**config.mk**
```make
export PLATFORM = sky130hd
export DESIGN_NAME = pcs_status_class_regs
export DESIGN_NICKNAME = d
export VERILOG_FILES = /design/src/rtl/pcs_pkg.sv /design/src/rtl/pcs_status_class_regs.sv
export VERILOG_INCLUDE_DIRS = /design/src /design/src/rtl
export SDC_FILE = /design/constraint.sdc
export NUM_CORES = 1
export LEC_CHECK = 0
export BUFFER_PORTS_ARGS = -buffer_cell sky130_fd_sc_hd__buf_4
export CAP_MARGIN = 20
export CORE_UTILIZATION = 40
export CTS_CLUSTER_DIAMETER = 40
export DETAILED_ROUTE_END_ITERATION = 10
export PLACE_DENSITY = 0.93
export SLEW_MARGIN = 0
export SYNTH_ARGS = -nofsm -noshare
export SYNTH_HDL_FRONTEND = slang
export SYNTH_SLANG_ARGS = --single-unit
```
**constraint.sdc**
```tcl
create_clock -name clk -period 4.1 [get_ports clk]
set_clock_uncertainty 0.15 [all_clocks]
set_input_delay 0.82 -clock clk [delete_from_list [all_inputs] [get_ports clk]]
set_output_delay 0.82 -clock clk [all_outputs]
set_load 0.01 [all_outputs]
```
**src/rtl/pcs_consts.svh**
```systemverilog
// offsets, field positions, reset values and fixed codes of the status and class registers
`ifndef PCS_CONSTS_SVH
`define PCS_CONSTS_SVH

`define PCS_CMD_OFF 8'h04
`define PCS_STATUS_OFF 8'h06
`define PCS_CLASS_OFF 8'h08

`define PCS_CMD_PERR_EN_BIT 6
`define PCS_CMD_SERR_EN_BIT 8
`define PCS_CMD_RST 16'h0000
`define PCS_CMD_EN_RST 1'h0

`define PCS_ST_PAR_BIT 15
`define PCS_ST_SERR_BIT 14
`define PCS_ST_RECEIVED_MASTER_ABORT_BIT 13
`define PCS_ST_TAREC_BIT 12
`define PCS_ST_TASIG_BIT 11
`define PCS_ST_DPAR_BIT 8
`define PCS_STATUS_RST 16'h0210
`define PCS_STATUS_CLR_MASK 16'hF900

`define PCS_DEVSEL_MEDIUM 2'h1
`define PCS_FAST_B2B_CAPABLE 1'h0
`define PCS_UDF_SUP 1'h0
`define PCS_DBL_SPEED 1'h0
`define PCS_CAP_LIST 1'h1
`define PCS_ST_RSVD 4'h0

`define PCS_BASE_CLASS 8'h0C
`define PCS_SUB_CLASS 8'h00
`define PCS_PROG_IF 8'h10

`endif

```
**src/rtl/pcs_pkg.sv**
```systemverilog
// types shared by the status and class register block
package pcs_pkg;
    typedef logic [7:0] pcs_addr_t;
    typedef logic [31:0] pcs_word_t;
    typedef logic [3:0] pcs_be_t;
    typedef logic [15:0] pcs_half_t;
endpackage

```
**src/rtl/pcs_status_class_regs.sv**
```systemverilog
// status, command-enable and class/revision configuration registers of the link function
`timescale 1ns/1ps
`include "pcs_consts.svh"

module pcs_status_class_regs #(
    // arbitrary value, replaced per silicon step
    parameter logic [7:0] SILICON_REVISION = 8'h5A
) (
    input wire logic clk,
    input wire logic rst,
    input wire logic ce,
    input wire logic cfg_req,
    input wire logic cfg_we,
    input wire pcs_pkg::pcs_addr_t cfg_addr,
    input wire pcs_pkg::pcs_be_t cfg_be,
    input wire pcs_pkg::pcs_word_t cfg_wdata,
    output pcs_pkg::pcs_word_t cfg_rdata,
    output logic cfg_ack,
    input wire logic addr_parity_err,
    input wire logic data_parity_err,
    input wire logic perr_seen,
    input wire logic master_active,
    input wire logic master_abort_evt,
    input wire logic target_abort_rcvd,
    input wire logic target_abort_sent,
    output logic serr_pulse,
    output logic perr_pulse,
    output logic [1:0] devsel_timing
);
    import pcs_pkg::*;

    ////////////////////////////////////////////////////////////////////////////
    // decode

    function automatic logic dw_hit(input pcs_addr_t a, input pcs_addr_t off);
        dw_hit = (a[7:2] == off[7:2]);
    endfunction

    pcs_half_t status_r;
    pcs_half_t status_nxt;
    logic perr_en_r;
    logic perr_en_nxt;
    logic serr_en_r;
    logic serr_en_nxt;
    pcs_word_t rdata_r;
    pcs_word_t rdata_nxt;
    logic ack_r;
    logic serr_r;
    logic perr_r;
    logic [1:0] devsel_r;

    wire hit_cmd = dw_hit(cfg_addr, `PCS_CMD_OFF);
    wire hit_class = dw_hit(cfg_addr, `PCS_CLASS_OFF);
    wire wr_cmd = cfg_req && cfg_we && hit_cmd;

    // status shares the dword with command; upper two lanes carry it
    wire pcs_half_t clr_mask = wr_cmd ? ({cfg_be[3] ? cfg_wdata[31:24] : 8'h00,
                                          cfg_be[2] ? cfg_wdata[23:16] : 8'h00}
                                         & `PCS_STATUS_CLR_MASK) : 16'h0000;

    ////////////////////////////////////////////////////////////////////////////
    // event sources

    // system error only with its driver enabled
    wire serr_fire = addr_parity_err && serr_en_r;
    wire dpar_set = perr_seen && master_active && perr_en_r;
    wire perr_fire = data_parity_err && perr_en_r;

    pcs_half_t set_vec;
    always_comb
    begin
        set_vec = 16'h0000;
        set_vec[`PCS_ST_PAR_BIT] = addr_parity_err || data_parity_err;
        set_vec[`PCS_ST_SERR_BIT] = serr_fire;
        set_vec[`PCS_ST_RECEIVED_MASTER_ABORT_BIT] = master_abort_evt;
        set_vec[`PCS_ST_TAREC_BIT] = target_abort_rcvd;
        set_vec[`PCS_ST_TASIG_BIT] = target_abort_sent;
        set_vec[`PCS_ST_DPAR_BIT] = dpar_set;
    end

    // set wins over a clear in the same cycle
    assign status_nxt = (set_vec | (status_r & ~clr_mask)) & `PCS_STATUS_CLR_MASK;

    assign perr_en_nxt = (wr_cmd && cfg_be[0]) ? cfg_wdata[`PCS_CMD_PERR_EN_BIT] : perr_en_r;
    assign serr_en_nxt = (wr_cmd && cfg_be[1]) ? cfg_wdata[`PCS_CMD_SERR_EN_BIT] : serr_en_r;

    ////////////////////////////////////////////////////////////////////////////
    // read view

    // hardwired fields are never stored, so no write can reach them
    wire pcs_half_t status_view = {status_r[15:11], `PCS_DEVSEL_MEDIUM,
                                   status_r[`PCS_ST_DPAR_BIT],
                                   `PCS_FAST_B2B_CAPABLE,
                                   `PCS_UDF_SUP,
                                   `PCS_DBL_SPEED,
                                   `PCS_CAP_LIST,
                                   `PCS_ST_RSVD};

    wire pcs_half_t cmd_view = {7'h00, serr_en_r, 1'b0, perr_en_r, 6'h00};

    wire pcs_word_t class_view = {`PCS_BASE_CLASS,
                                  `PCS_SUB_CLASS,
                                  `PCS_PROG_IF,
                                  SILICON_REVISION};

    // writes to the class dword decode to nothing: read-only
    assign rdata_nxt = (!cfg_req || cfg_we) ? 32'h0000_0000 :
                       hit_cmd ? {status_view, cmd_view} :
                       hit_class ? class_view : 32'h0000_0000;

    ////////////////////////////////////////////////////////////////////////////
    // state

    always_ff @(posedge clk)
    begin
        if (rst)
        begin
            status_r <= `PCS_STATUS_RST & `PCS_STATUS_CLR_MASK;
            perr_en_r <= `PCS_CMD_EN_RST;
            serr_en_r <= `PCS_CMD_EN_RST;
        end
        else if (ce)
        begin
            status_r <= status_nxt;
            perr_en_r <= perr_en_nxt;
            serr_en_r <= serr_en_nxt;
        end
    end

    always_ff @(posedge clk)
    begin
        if (rst)
        begin
            rdata_r <= 32'h0000_0000;
            ack_r <= 1'b0;
            serr_r <= 1'b0;
            perr_r <= 1'b0;
            devsel_r <= 2'h0;
        end
        else if (ce)
        begin
            rdata_r <= rdata_nxt;
            ack_r <= cfg_req;
            serr_r <= serr_fire;
            perr_r <= perr_fire;
            devsel_r <= `PCS_DEVSEL_MEDIUM;
        end
    end

    assign cfg_rdata = rdata_r;
    assign cfg_ack = ack_r;
    assign serr_pulse = serr_r;
    assign perr_pulse = perr_r;
    assign devsel_timing = devsel_r;

    ////////////////////////////////////////////////////////////////////////////
    // checks

    a_par_flag_set: assert property (@(posedge clk) disable iff (rst)
        ce && (addr_parity_err || data_parity_err) |=> status_r[15])
        else $error("parity flag not set");

    a_serr_flag_gate: assert property (@(posedge clk) disable iff (rst)
        ce && $rose(status_r[14]) |-> $past(addr_parity_err) && $past(serr_en_r))
        else $error("system error flag set without cause");

    a_received_master_abort_set: assert property (@(posedge clk) disable iff (rst)
        ce && master_abort_evt |=> status_r[13])
        else $error("master abort flag not set");

    a_tarec_set: assert property (@(posedge clk) disable iff (rst)
        ce && target_abort_rcvd |=> status_r[12])
        else $error("received target abort flag not set");

    a_tasig_set: assert property (@(posedge clk) disable iff (rst)
        ce && target_abort_sent |=> status_r[11])
        else $error("signalled target abort flag not set");

    a_dpar_cause: assert property (@(posedge clk) disable iff (rst)
        ce && !status_r[8] ##1 status_r[8] |-> $past(perr_seen) && $past(master_active) && $past(perr_en_r))
        else $error("data parity flag set without all three conditions");

    a_clear_one: assert property (@(posedge clk) disable iff (rst)
        ce && wr_cmd && cfg_be[3] && cfg_wdata[29] && !master_abort_evt |=> !status_r[13])
        else $error("write one did not clear flag");

    a_sticky_flag: assert property (@(posedge clk) disable iff (rst)
        ce && status_r[15] && !(wr_cmd && cfg_be[3] && cfg_wdata[31]) |=> status_r[15])
        else $error("flag dropped without a clear");

    a_set_wins: assert property (@(posedge clk) disable iff (rst)
        ce && master_abort_evt && wr_cmd && cfg_be[3] && cfg_wdata[29] |=> status_r[13])
        else $error("clear beat a simultaneous set");

    a_status_fixed: assert property (@(posedge clk) disable iff (rst)
        ce && cfg_req && !cfg_we && hit_cmd |=> {cfg_rdata[26:25], cfg_rdata[23:16]} == 10'h110)
        else $error("hardwired status bits wrong");

    a_class_read: assert property (@(posedge clk) disable iff (rst)
        ce && cfg_req && !cfg_we && hit_class |=> cfg_ack && cfg_rdata == {24'h0C_0010, SILICON_REVISION})
        else $error("class code read wrong");

    a_serr_pulse: assert property (@(posedge clk) disable iff (rst)
        ce && serr_pulse |-> $past(addr_parity_err) && $past(serr_en_r))
        else $error("system error pulse without enable");

    a_perr_pulse: assert property (@(posedge clk) disable iff (rst)
        ce && data_parity_err && perr_en_r |=> perr_pulse)
        else $error("parity response pulse missing");

    a_devsel_medium: assert property (@(posedge clk) disable iff (rst)
        $past(ce) && !$past(rst) |-> devsel_timing == 2'h1)
        else $error("select timing not medium");

    ////////////////////////////////////////////////////////////////////////////
    // bus answer and hardwired fields, one field per check so a failure names it

    a_ack_follows: assert property (@(posedge clk) disable iff (rst)
        ce && cfg_req |=> cfg_ack)
        else $error("request not acknowledged");

    a_ack_only_req: assert property (@(posedge clk) disable iff (rst)
        ce && !cfg_req |=> !cfg_ack)
        else $error("acknowledge without request");

    a_write_rdata: assert property (@(posedge clk) disable iff (rst)
        ce && cfg_req && cfg_we |=> cfg_rdata == 32'h0000_0000)
        else $error("write returned read data");

    a_unmapped_zero: assert property (@(posedge clk) disable iff (rst)
        ce && cfg_req && !cfg_we && !hit_cmd && !hit_class |=> cfg_rdata == 32'h0000_0000)
        else $error("unmapped read not zero");

    a_rsvd_bits: assert property (@(posedge clk) disable iff (rst)
        ce && cfg_req && !cfg_we && hit_cmd |=> cfg_rdata[19:16] == 4'h0)
        else $error("reserved status bits not zero");

    a_capability_list_present_one: assert property (@(posedge clk) disable iff (rst)
        ce && cfg_req && !cfg_we && hit_cmd |=> cfg_rdata[20])
        else $error("capability list bit not one");

    a_fbb_zero: assert property (@(posedge clk) disable iff (rst)
        ce && cfg_req && !cfg_we && hit_cmd |=> !cfg_rdata[23])
        else $error("fast back to back bit not zero");

    a_udf_zero: assert property (@(posedge clk) disable iff (rst)
        ce && cfg_req && !cfg_we && hit_cmd |=> !cfg_rdata[22])
        else $error("user feature bit not zero");

    a_dbl_speed: assert property (@(posedge clk) disable iff (rst)
        ce && cfg_req && !cfg_we && hit_cmd |=> !cfg_rdata[21])
        else $error("double speed bit not zero");

    a_devsel_field: assert property (@(posedge clk) disable iff (rst)
        ce && cfg_req && !cfg_we && hit_cmd |=> cfg_rdata[26:25] == 2'h1)
        else $error("select timing field wrong");

    a_cmd_view: assert property (@(posedge clk) disable iff (rst)
        ce && cfg_req && !cfg_we && hit_cmd |=> (cfg_rdata[15:0] & 16'hFEBF) == 16'h0000)
        else $error("unkept command bits not zero");

    ////////////////////////////////////////////////////////////////////////////
    // flag causes: a flag rises for its own event and only for it; the error pulses likewise

    a_serr_sets: assert property (@(posedge clk) disable iff (rst)
        ce && addr_parity_err && serr_en_r |=> status_r[14])
        else $error("system error flag not set");

    a_serr_needs_en: assert property (@(posedge clk) disable iff (rst)
        ce && !status_r[14] && !(addr_parity_err && serr_en_r) |=> !status_r[14])
        else $error("system error flag set without enable");

    a_dpar_sets: assert property (@(posedge clk) disable iff (rst)
        ce && perr_seen && master_active && perr_en_r |=> status_r[8])
        else $error("data parity flag not set");

    a_dpar_blocked: assert property (@(posedge clk) disable iff (rst)
        ce && !status_r[8] && !(perr_seen && master_active && perr_en_r) |=> !status_r[8])
        else $error("data parity flag set without cause");

    a_par_quiet: assert property (@(posedge clk) disable iff (rst)
        ce && !status_r[15] && !addr_parity_err && !data_parity_err |=> !status_r[15])
        else $error("parity flag set without cause");

    a_received_master_abort_quiet: assert property (@(posedge clk) disable iff (rst)
        ce && !status_r[13] && !master_abort_evt |=> !status_r[13])
        else $error("master abort flag set without cause");

    a_tarec_quiet: assert property (@(posedge clk) disable iff (rst)
        ce && !status_r[12] && !target_abort_rcvd |=> !status_r[12])
        else $error("received target abort flag set without cause");

    a_tasig_quiet: assert property (@(posedge clk) disable iff (rst)
        ce && !status_r[11] && !target_abort_sent |=> !status_r[11])
        else $error("signalled target abort flag set without cause");

    a_perr_quiet: assert property (@(posedge clk) disable iff (rst)
        ce && !(data_parity_err && perr_en_r) |=> !perr_pulse)
        else $error("parity response pulse without cause");

    a_serr_quiet: assert property (@(posedge clk) disable iff (rst)
        ce && !(addr_parity_err && serr_en_r) |=> !serr_pulse)
        else $error("system error pulse without cause");

    ////////////////////////////////////////////////////////////////////////////
    // clears, enables and freeze

    a_clear_tasig: assert property (@(posedge clk) disable iff (rst)
        ce && wr_cmd && cfg_be[3] && cfg_wdata[27] && !target_abort_sent |=> !status_r[11])
        else $error("write one did not clear target abort flag");

    a_zero_keeps: assert property (@(posedge clk) disable iff (rst)
        ce && status_r[13] && !(wr_cmd && cfg_be[3] && cfg_wdata[29]) |=> status_r[13])
        else $error("flag dropped by a zero write");

    a_perr_en_write: assert property (@(posedge clk) disable iff (rst)
        ce && wr_cmd && cfg_be[0] |=> perr_en_r == $past(cfg_wdata[6]))
        else $error("parity response enable not written");

    a_serr_en_write: assert property (@(posedge clk) disable iff (rst)
        ce && wr_cmd && cfg_be[1] |=> serr_en_r == $past(cfg_wdata[8]))
        else $error("system error enable not written");

    a_freeze_flags: assert property (@(posedge clk) disable iff (rst)
        !ce |=> $stable(status_r))
        else $error("flags moved with clock enable low");

    a_freeze_ack: assert property (@(posedge clk) disable iff (rst)
        !ce |=> $stable(cfg_ack))
        else $error("acknowledge moved with clock enable low");

endmodule

```
After elaboration in Yosys (flattened, before gate mapping)
Index checks and enable logic that the tools add are counted.
{ "totals": {"register_bits": 44, "latchBits": 0, "ram_bits": 0, "romBits": 0, "out_inout_bits": 37, "n_memories": 0} }
{ "op_classes": {"addsub": 0, "multipliers": 0, "div": 0, "order_cmp": 0, "n_eq_ne": 2, "shift": 0, "muxes": 5, "bitwise_logic": 3, "reduce_logical": 13} }
{ "ops": {"columns": ["operator", "count"], "rows": [
  ["32-bit two-way mux", 2],
  ["28-bit two-way mux", 1],
  ["16-bit AND", 1],
  ["16-bit two-way mux", 1],
  ["16-bit inverter", 1],
  ["16-bit OR", 1],
  ["1-bit logical AND", 8],
  ["8-bit two-way mux", 1],
  ["6-bit by 1-bit == test with 1-bit output, second input constant", 1],
  ["6-bit by 2-bit == test with 1-bit output, second input constant", 1],
  ["2-bit AND reduction", 2],
  ["1-bit logical OR", 2],
  ["1-bit logical NOT", 1]
]} }

Depth between registers and ports, before layout
Gate-level depths: netlist (run 1).
{ "depth": {"ltp_word": 6, "mapped_depth": 4, "mapped_depth_nobuf": 3} }

Worst setup path after synthesis (run 1)
No wires, ideal clock.
{ "synth_timing": {"kind": "input port to flip-flop", "startpoint": "in cfg_addr[7]", "endpoint": "reg status_r[11]", "setup_ps": 117, "arrival_ps": 1762, "setup_slack_ps": 2071, "path_stages": 3, "cell_sequence": "nor4_2 nand4_1 a32o_1"} }
{ "synth_between": {"elab_chain_cells": 6} }
{ "synth_lines": {"columns": ["element", "line_no", "text"], "rows": [
  ["start: declaration", "pcs_status_class_regs.sv:14", "input wire pcs_pkg::pcs_addr_t cfg_addr,"],
  ["6-bit by 1-bit == test with 1-bit output", "pcs_status_class_regs.sv:36", "dw_hit = (a[7:2] == off[7:2]);"],
  ["1-bit logical AND", "pcs_status_class_regs.sv:54", "wire wr_cmd = cfg_req && cfg_we && hit_cmd;"],
  ["16-bit two-way mux", "pcs_status_class_regs.sv:57", "wire pcs_half_t clr_mask = wr_cmd ? ({cfg_be[3] ? cfg_wdata[31:24] : 8'h00,"],
  ["16-bit inverter", "pcs_status_class_regs.sv:82", "assign status_nxt = (set_vec | (status_r & ~clr_mask)) & `PCS_STATUS_CLR_MASK;"],
  ["16-bit AND", "pcs_status_class_regs.sv:82", null],
  ["16-bit OR", "pcs_status_class_regs.sv:82", null],
  ["end signal: assignment", "pcs_status_class_regs.sv:118", "status_r <= `PCS_STATUS_RST & `PCS_STATUS_CLR_MASK;"],
  ["end signal: assignment", "pcs_status_class_regs.sv:124", "status_r <= status_nxt;"],
  ["end: declaration", "pcs_status_class_regs.sv:39", "pcs_half_t status_r;"]
]} }
No other way between the ends.
A chain may end at the register's enable or synchronous reset.

Final worst setup path (run 1)
{ "layout_timing": {"startpoint": "in cfg_addr[7]", "endpoint": "reg status_r[13]"} }
Same word-level chain as after synthesis.

==> reports/metrics.cfg, run 1 <==
[outcome]
outcome = finished clean

[pwr]
ir_drop_mv = 0.285
leakage_nw = 0.658
powerDensity_nw_per_um2 = 311

[timing]
worst_slew_pin_slew_ns = 0.716
finalHoldViolCount = 0
slew_viol_final = 0
setup_violations = 0
period_share = 0.498
max_freq_ghz = 0.490
relSlewSlack = 0.518
period_needed_ns = 2.04
finalSetupTns_ns = 0
grt_setup_unrepaired = no

[synth]
synth_fa_ha_area_frac = 0
synthCells = 118
synthXorXnorAreaFrac = 0
synth_seq_area_share = 0.403
synth_mux_area_frac = 0.0183
synth_top_area_frac = 0.403
synth_top_family_by_area = simple AND/OR/NAND/NOR gates
synthDistinctLibCells = 31
synth_area_per_cell_sq_um = 9.26
synth_compound_area_frac = 0.164
synthesis.area_sq_um = 1090
synth_area_leaders = dfxtp_1 (40%), buf_4 (16%), a22o_1 (5.6%), nand4_1 (4.0%), nand2_1 (3.1%)
yosys_warnings = 0
yosys.area_share.simple = 0.222
synth_area_leader_cell = dfxtp_1
synth-seq-cells = 22

[die]
die_area_sq_um = 2940
core-area_sq_um = 2520
initial_core_util = 0.433
die_w_um = 54.3
num_rows = 18
die_h_um = 54.3
ios = 93

[placed_design]
placedCellCount = 186
dp_hpwl_um = 2010
placed_area_sq_um = 1360
gp_congestion = 0.850
portBuffers = 47

[finish]
area_delta_synth_final_pct = 28.9
n_fill_cell = 220
final_area_sq_um = 1410
drive_gt1_frac = 0.344
final_net_count = 217
final_common_cell = buf_4
stdcell_count = 190
diodes = 0
final_cell_mix = buf_4 (47), dfxtp_1 (22), conb_1 (18)

[worst_setup_path]
cp.required_ns = 4.15
critical_path.startpoint_type = input pin
worst_path_largest_cell_delay_ns = 0.66
crit_fanout = 9
crit_slowest_cell = nor4_2
crit_chain = buf_4, nor4_2, nand4_1, a22o_1
cp-end-kind = flip-flop
crit_type = in -> reg
cp.arrival_ns = 2.09

[cts]
postCtsSetupRepairBufs = 0
cts.sinks = 22
ctsResizeCount = 0
clk_path_buf_depth = 2
cts_tree = built
clockRootBuffer = clkbuf_4
clkTransAtPathRegs_ns = 0.12
worst_skew_pair.late_latency_ns = 0.30
htreeDepth = 1
cts_buffers = 3
hold_buffers = 0

[route]
drt_iter0_drc = 17
ant_nets = 0
viasPerCell = 5.21
routed_wl_um = 2460
wl_per_cell_um = 12.9
drcViolationCount = 0
num_vias = 989
drtPass1Iterations = 6

[global_route]
track_usage = 0.179
grt_antenna_before_repair = 0
grt_pass1_vias = 892
grt_max_degree = 17
grt_overflow_total = 0
grt_pass1_wl_um = 3800

[min_path]
min_path_type = reg -> reg

[job]
maxCapViolCount = 0

-- kinds of logic (layout without fill, tap and decap cells) --
logic type | after synthesis | after routing
other cells | 1 | 18
compound gates | 24 | 24
flops | 22 | 22
simple gates | 39 | 39
mux | 2 | 2
buf+inv | 30 | 55
-- sequential cells by signal, indices dropped and copies added, names as in the netlist --
register	count
perr_pulse	1
perr_en_r	1
serr_en_r	1
serr_pulse	1
devsel_timing	1
status_r	6
cfg_ack	1
cfg_rdata	10
-- worst max-delay path, delay by kind of cell --
family | cells | cell delay (ns)
compound gates | 1 | 0.28
simple gates | 2 | 0.87
buf+inv | 1 | 0.12
-- per-layer routing --
metal,global-route usage,vias up,routed length [um]
met5,0,-,0
met4,0.0641,0,35
met3,0.0333,4,171
met2,0.352,46,1330
met1,0.185,468,923
li1,-,471,-
-- per-stage QoR --
stage | hold slack, ns | power, mW | utilization | setup slack, ns
3_5_place_dp | 0.308 | 0.279 | 0.537 | 1.77
5_1_grt | 0.355 | 0.460 | 0.558 | 1.97
4_1_cts | 0.328 | 0.442 | 0.558 | 2.07
2_1_floorplan | 0.292 | 0.262 | - | 2.07
3_3_place_gp | 0.300 | 0.277 | 0.537 | 1.79
6_report | 0.325 | 0.437 | 0.558 | 2.06
-- area by class of cell --
cell class                 count  area, sq um  share of cell area
clock inverter                 1         30.0              0.0213
sequential                    22          440               0.313
timing repair buffer          47          353               0.251
tap                           30         37.5              0.0267
clock buffer                   3         22.5              0.0160
inverter                       4         15.0              0.0107
multi-input combinational     83          509               0.362
-- where the power goes --
group	switching, mW	total [mW]	internal (mW)
sequential	0.00184	0.220	0.218
combinational	0.0298	0.0555	0.0257
clock	0.0631	0.162	0.0987
total	0.0948	0.437	0.343
-- worst paths after layout --
check             cells after the start            to  slack (ns)         from
hold reg to reg                       2    perr_pulse        0.32   perr_pulse
setup / recovery                      4  status_r[13]        2.06  cfg_addr[7]
hold / removal                        2    perr_pulse        0.32   perr_pulse
setup reg to reg                      3   status_r[8]        2.93    perr_en_r
-- cell usage after synthesis --
library cell / instances
and3b_1: 2
nor2_1: 5
conb_1: 1
nand4b_1: 1
mux2i_1: 2
nor4_4: 1
a22o_1: 7
and2_1: 2
nand4_1: 7
a31oi_1: 2
buf_4: 23
buf_6: 1
and4b_1: 1
nor2b_1: 5
a311oi_1: 2
nand2_1: 9
nor3_1: 1
a21o_1: 1
o21a_1: 1
o2111ai_1: 2
nand3_1: 2
a21oi_1: 6
a32o_1: 1
o21ai_0: 1
clkbuf_1: 2
dfxtp_1: 22
or4_4: 1
a22o_2: 1
inv_1: 4
nor4_2: 1
and3_1: 1
Power figures use the tool's default switching activity.
==> run 2, diff against run 1 <==
--- a/config.mk
+++ b/config.mk
@@ -8,10 +8,10 @@
 export LEC_CHECK = 0
 export BUFFER_PORTS_ARGS = -buffer_cell sky130_fd_sc_hd__buf_4
 export CAP_MARGIN = 20
-export CORE_UTILIZATION = 40
+export CORE_UTILIZATION = 37
 export CTS_CLUSTER_DIAMETER = 40
 export DETAILED_ROUTE_END_ITERATION = 10
-export PLACE_DENSITY = 0.93
+export PLACE_DENSITY = 0.88
 export SLEW_MARGIN = 0
 export SYNTH_ARGS = -nofsm -noshare
 export SYNTH_HDL_FRONTEND = slang
==> constraint.sdc (replaced) <==
create_clock -name clk -period 1.95 [get_ports clk]
set_clock_uncertainty 0.15 [all_clocks]
set_input_delay 0.39 -clock clk [delete_from_list [all_inputs] [get_ports clk]]
set_output_delay 0.39 -clock clk [all_outputs]
set_load 0.01 [all_outputs]
==> run 2 against run 1 <==
  * Critical path depth shrank 3
  * Global-route usage down 2.8 points
  * Register-to-register slack worse by 2.1 ns
  * Non-clock buffer count rose by 1
  * Clock power up 120%
  * Sequential share of layout area fell by 0.19 points
  * Power rose by 110%
  * Critical path type is now reg -> out
  * Critical endpoint is now cfg_rdata[26]
  * Largest cell class unchanged
  * Largest power group unchanged
  * Highest routed layer is now met3
==> reports/metrics.cfg, run 2 (same netlist as run 1, synthesis figures left out) <==
[outcome]
outcome = finished clean  ; unchanged

[timing]
finalSetupTns_ns = 0  ; unchanged
period_needed_ns = 1.43
slew_viol_final = 0  ; unchanged
setup_violations = 0  ; unchanged
max_freq_ghz = 0.697
finalHoldViolCount = 0  ; unchanged
grt_setup_unrepaired = no  ; unchanged
period_share = 0.736
postLayoutSetupSlackWorst_ns = 0.515  ; was 2.06 ns

[route]
routed.top_layer = met3  ; was met4
routed_wl_um = 2270  ; was 2460 um
met1_length_um = 989  ; was 923 um
drcViolationCount = 0  ; unchanged
num_vias = 928  ; was 989
wl_met2_um = 1110  ; was 1330 um
wl_met3_um = 166  ; was 171 um
drtPass1Iterations = 4  ; was 6
wl_per_cell_um = 11.8  ; was 12.9 um
viasPerCell = 4.83  ; was 5.21
ant_nets = 0  ; unchanged
drt_iter0_drc = 19  ; was 17

[pwr]
internal-power_mw = 0.721  ; was 0.343 mW
powerDensity_nw_per_um2 = 657  ; was 311 nW/um^2
pwr-share-seq = 0.497  ; was 0.503
leakage_nw = 0.663  ; was 0.658 nW
p_clk_frac = 0.379  ; was 0.370
combPwrFrac = 0.124  ; was 0.127
switchingPower_mw = 0.210  ; was 0.0948 mW
sw_frac_of_total = 0.226  ; was 0.217
ir_drop_mv = 0.605  ; was 0.285 mV

[worst_setup_path]
cp.arrival_ns = 0.89  ; was 2.09 ns
crit_path_end = cfg_rdata[26]  ; was status_r[13]
worst_path_largest_cell_delay_ns = 0.43  ; was 0.66 ns
cp.required_ns = 1.41  ; was 4.15 ns
rr_startpoint = perr_en_r  ; unchanged
startpoint = cfg_rdata[26]  ; was cfg_addr[7]
crit_fanout = 6  ; was 9
path_buf_inv = 1  ; unchanged
r2r-end = status_r[8]  ; unchanged
cp-end-kind = primary output  ; was flip-flop
crit_family = flip-flops  ; was simple AND/OR/NAND/NOR gates
critical_path.startpoint_type = flip-flop  ; was input pin
rrSetupSlack_ns = 0.84  ; was 2.93 ns
rr_worst_depth = 3  ; unchanged
crit_type = reg -> out  ; was in -> reg
crit_slowest_cell = dfxtp_1  ; was nor4_2
worst-path-stages = 1  ; was 4
crit_chain = buf_4  ; was buf_4, nor4_2, nand4_1, a22o_1

[die]
die_w_um = 56.3  ; was 54.3 um
die_area_sq_um = 3170  ; was 2940 sq um
ios = 93  ; unchanged
core-area_sq_um = 2780  ; was 2520 sq um
die_h_um = 56.3  ; was 54.3 um
num_rows = 19  ; was 18
initial_core_util = 0.393  ; was 0.433

[finish]
largest_register_ffs = 10  ; unchanged
final_cell_mix = buf_4 (48), dfxtp_1 (22), conb_1 (18)  ; was buf_4 (47), dfxtp_1 (22), conb_1 (18)
diodes = 0  ; unchanged
area_delta_synth_final_pct = 29.7  ; was 28.9%
n_fill_cell = 282  ; was 220
final_common_cell = buf_4  ; unchanged
final_net_count = 218  ; was 217
drive_gt1_frac = 0.348  ; was 0.344
stdcell_count = 192  ; was 190

[global_route]
grt_pass1_vias = 811  ; was 892
track_usage = 0.151  ; was 0.179
grt_pass1_wl_um = 3790  ; was 3800 um
grt_antenna_before_repair = 0  ; unchanged
grt_max_degree = 17  ; unchanged
grt_overflow_total = 0  ; unchanged

[cts]
ctsResizeCount = 0  ; unchanged
clockRootBuffer = clkbuf_4  ; unchanged
clkTransAtPathRegs_ns = 0.13  ; was 0.12 ns
cts_tree = built  ; unchanged
worst_skew_pair.late_latency_ns = 0.31  ; was 0.30 ns
htreeDepth = 1  ; unchanged
postCtsSetupRepairBufs = 0  ; unchanged
cts.sinks = 22  ; unchanged
clk_path_buf_depth = 2  ; unchanged
hold_buffers = 0  ; unchanged
cts_buffers = 3  ; unchanged

[placed_design]
portBuffers = 47  ; unchanged
post-place-ws_ns = 0.190  ; was 1.77 ns
gp_congestion = 0.788  ; was 0.850
dp_hpwl_um = 1770  ; was 2010 um
placedCellCount = 188  ; was 186

[min_path]
min_path_type = in -> reg  ; was reg -> reg

[job]
maxCapViolCount = 0  ; unchanged

-- run 2: changes by cell type in the layout (fill, tap and decap cells not counted), sizes merged --
| cell | before | now |
|---|---|---|
| buf | 47 | 48 |
-- run 2: worst min-delay path by stage --
stage,slack (ns),startpoint,cells after the start,endpoint
finish,0.08,cfg_wdata[31],2,status_r[15]
detailed placement,0.31,status_r[14],1,cfg_rdata[30]
floorplan,0.29,status_r[15],1,cfg_rdata[31]
CTS,0.08,cfg_wdata[31],2,status_r[15]
global route,0.07,cfg_wdata[31],2,status_r[15]
global placement,0.30,status_r[15],1,cfg_rdata[31]
-- run 2: area by class of cell --
type                    instances  area [sq um]  share of cell area
repair buffers                 48           360               0.254
well taps                      31          38.8              0.0274
clock buffers                   3          22.5              0.0159
multi-input cells              83           509               0.360
inverters                       4          15.0              0.0106
flip-flops and latches         22           440               0.311
clock inverters                 1          30.0              0.0212
-- run 2: power groups by stage --
stage | clock network (mW) | logic, mW | registers, mW
after floorplan | 0 | 0.0781 | 0.473
after global placement | 0 | 0.113 | 0.472
after detailed placement | 0 | 0.116 | 0.472
after CTS | 0.358 | 0.116 | 0.462
after global routing | 0.380 | 0.127 | 0.464
final | 0.353 | 0.115 | 0.462
-- run 2: metal layers --
layer,up-vias,GRT usage
li1,470,-
met1,419,0.193
met2,39,0.260
met3,0,0.0553
met4,0,0
met5,-,0
-- run 2: metrics by stage --
stage | hold WS (ns) | total power [mW] | utilization | area, sq um
2_1_floorplan | 0.292 | 0.551 | - | 1160
3_3_place_gp | 0.301 | 0.585 | 0.490 | 1360
3_5_place_dp | 0.308 | 0.588 | 0.490 | 1360
4_1_cts | 0.0783 | 0.936 | 0.509 | 1420
5_1_grt | 0.0697 | 0.971 | 0.509 | 1420
6_report | 0.0810 | 0.931 | 0.509 | 1420
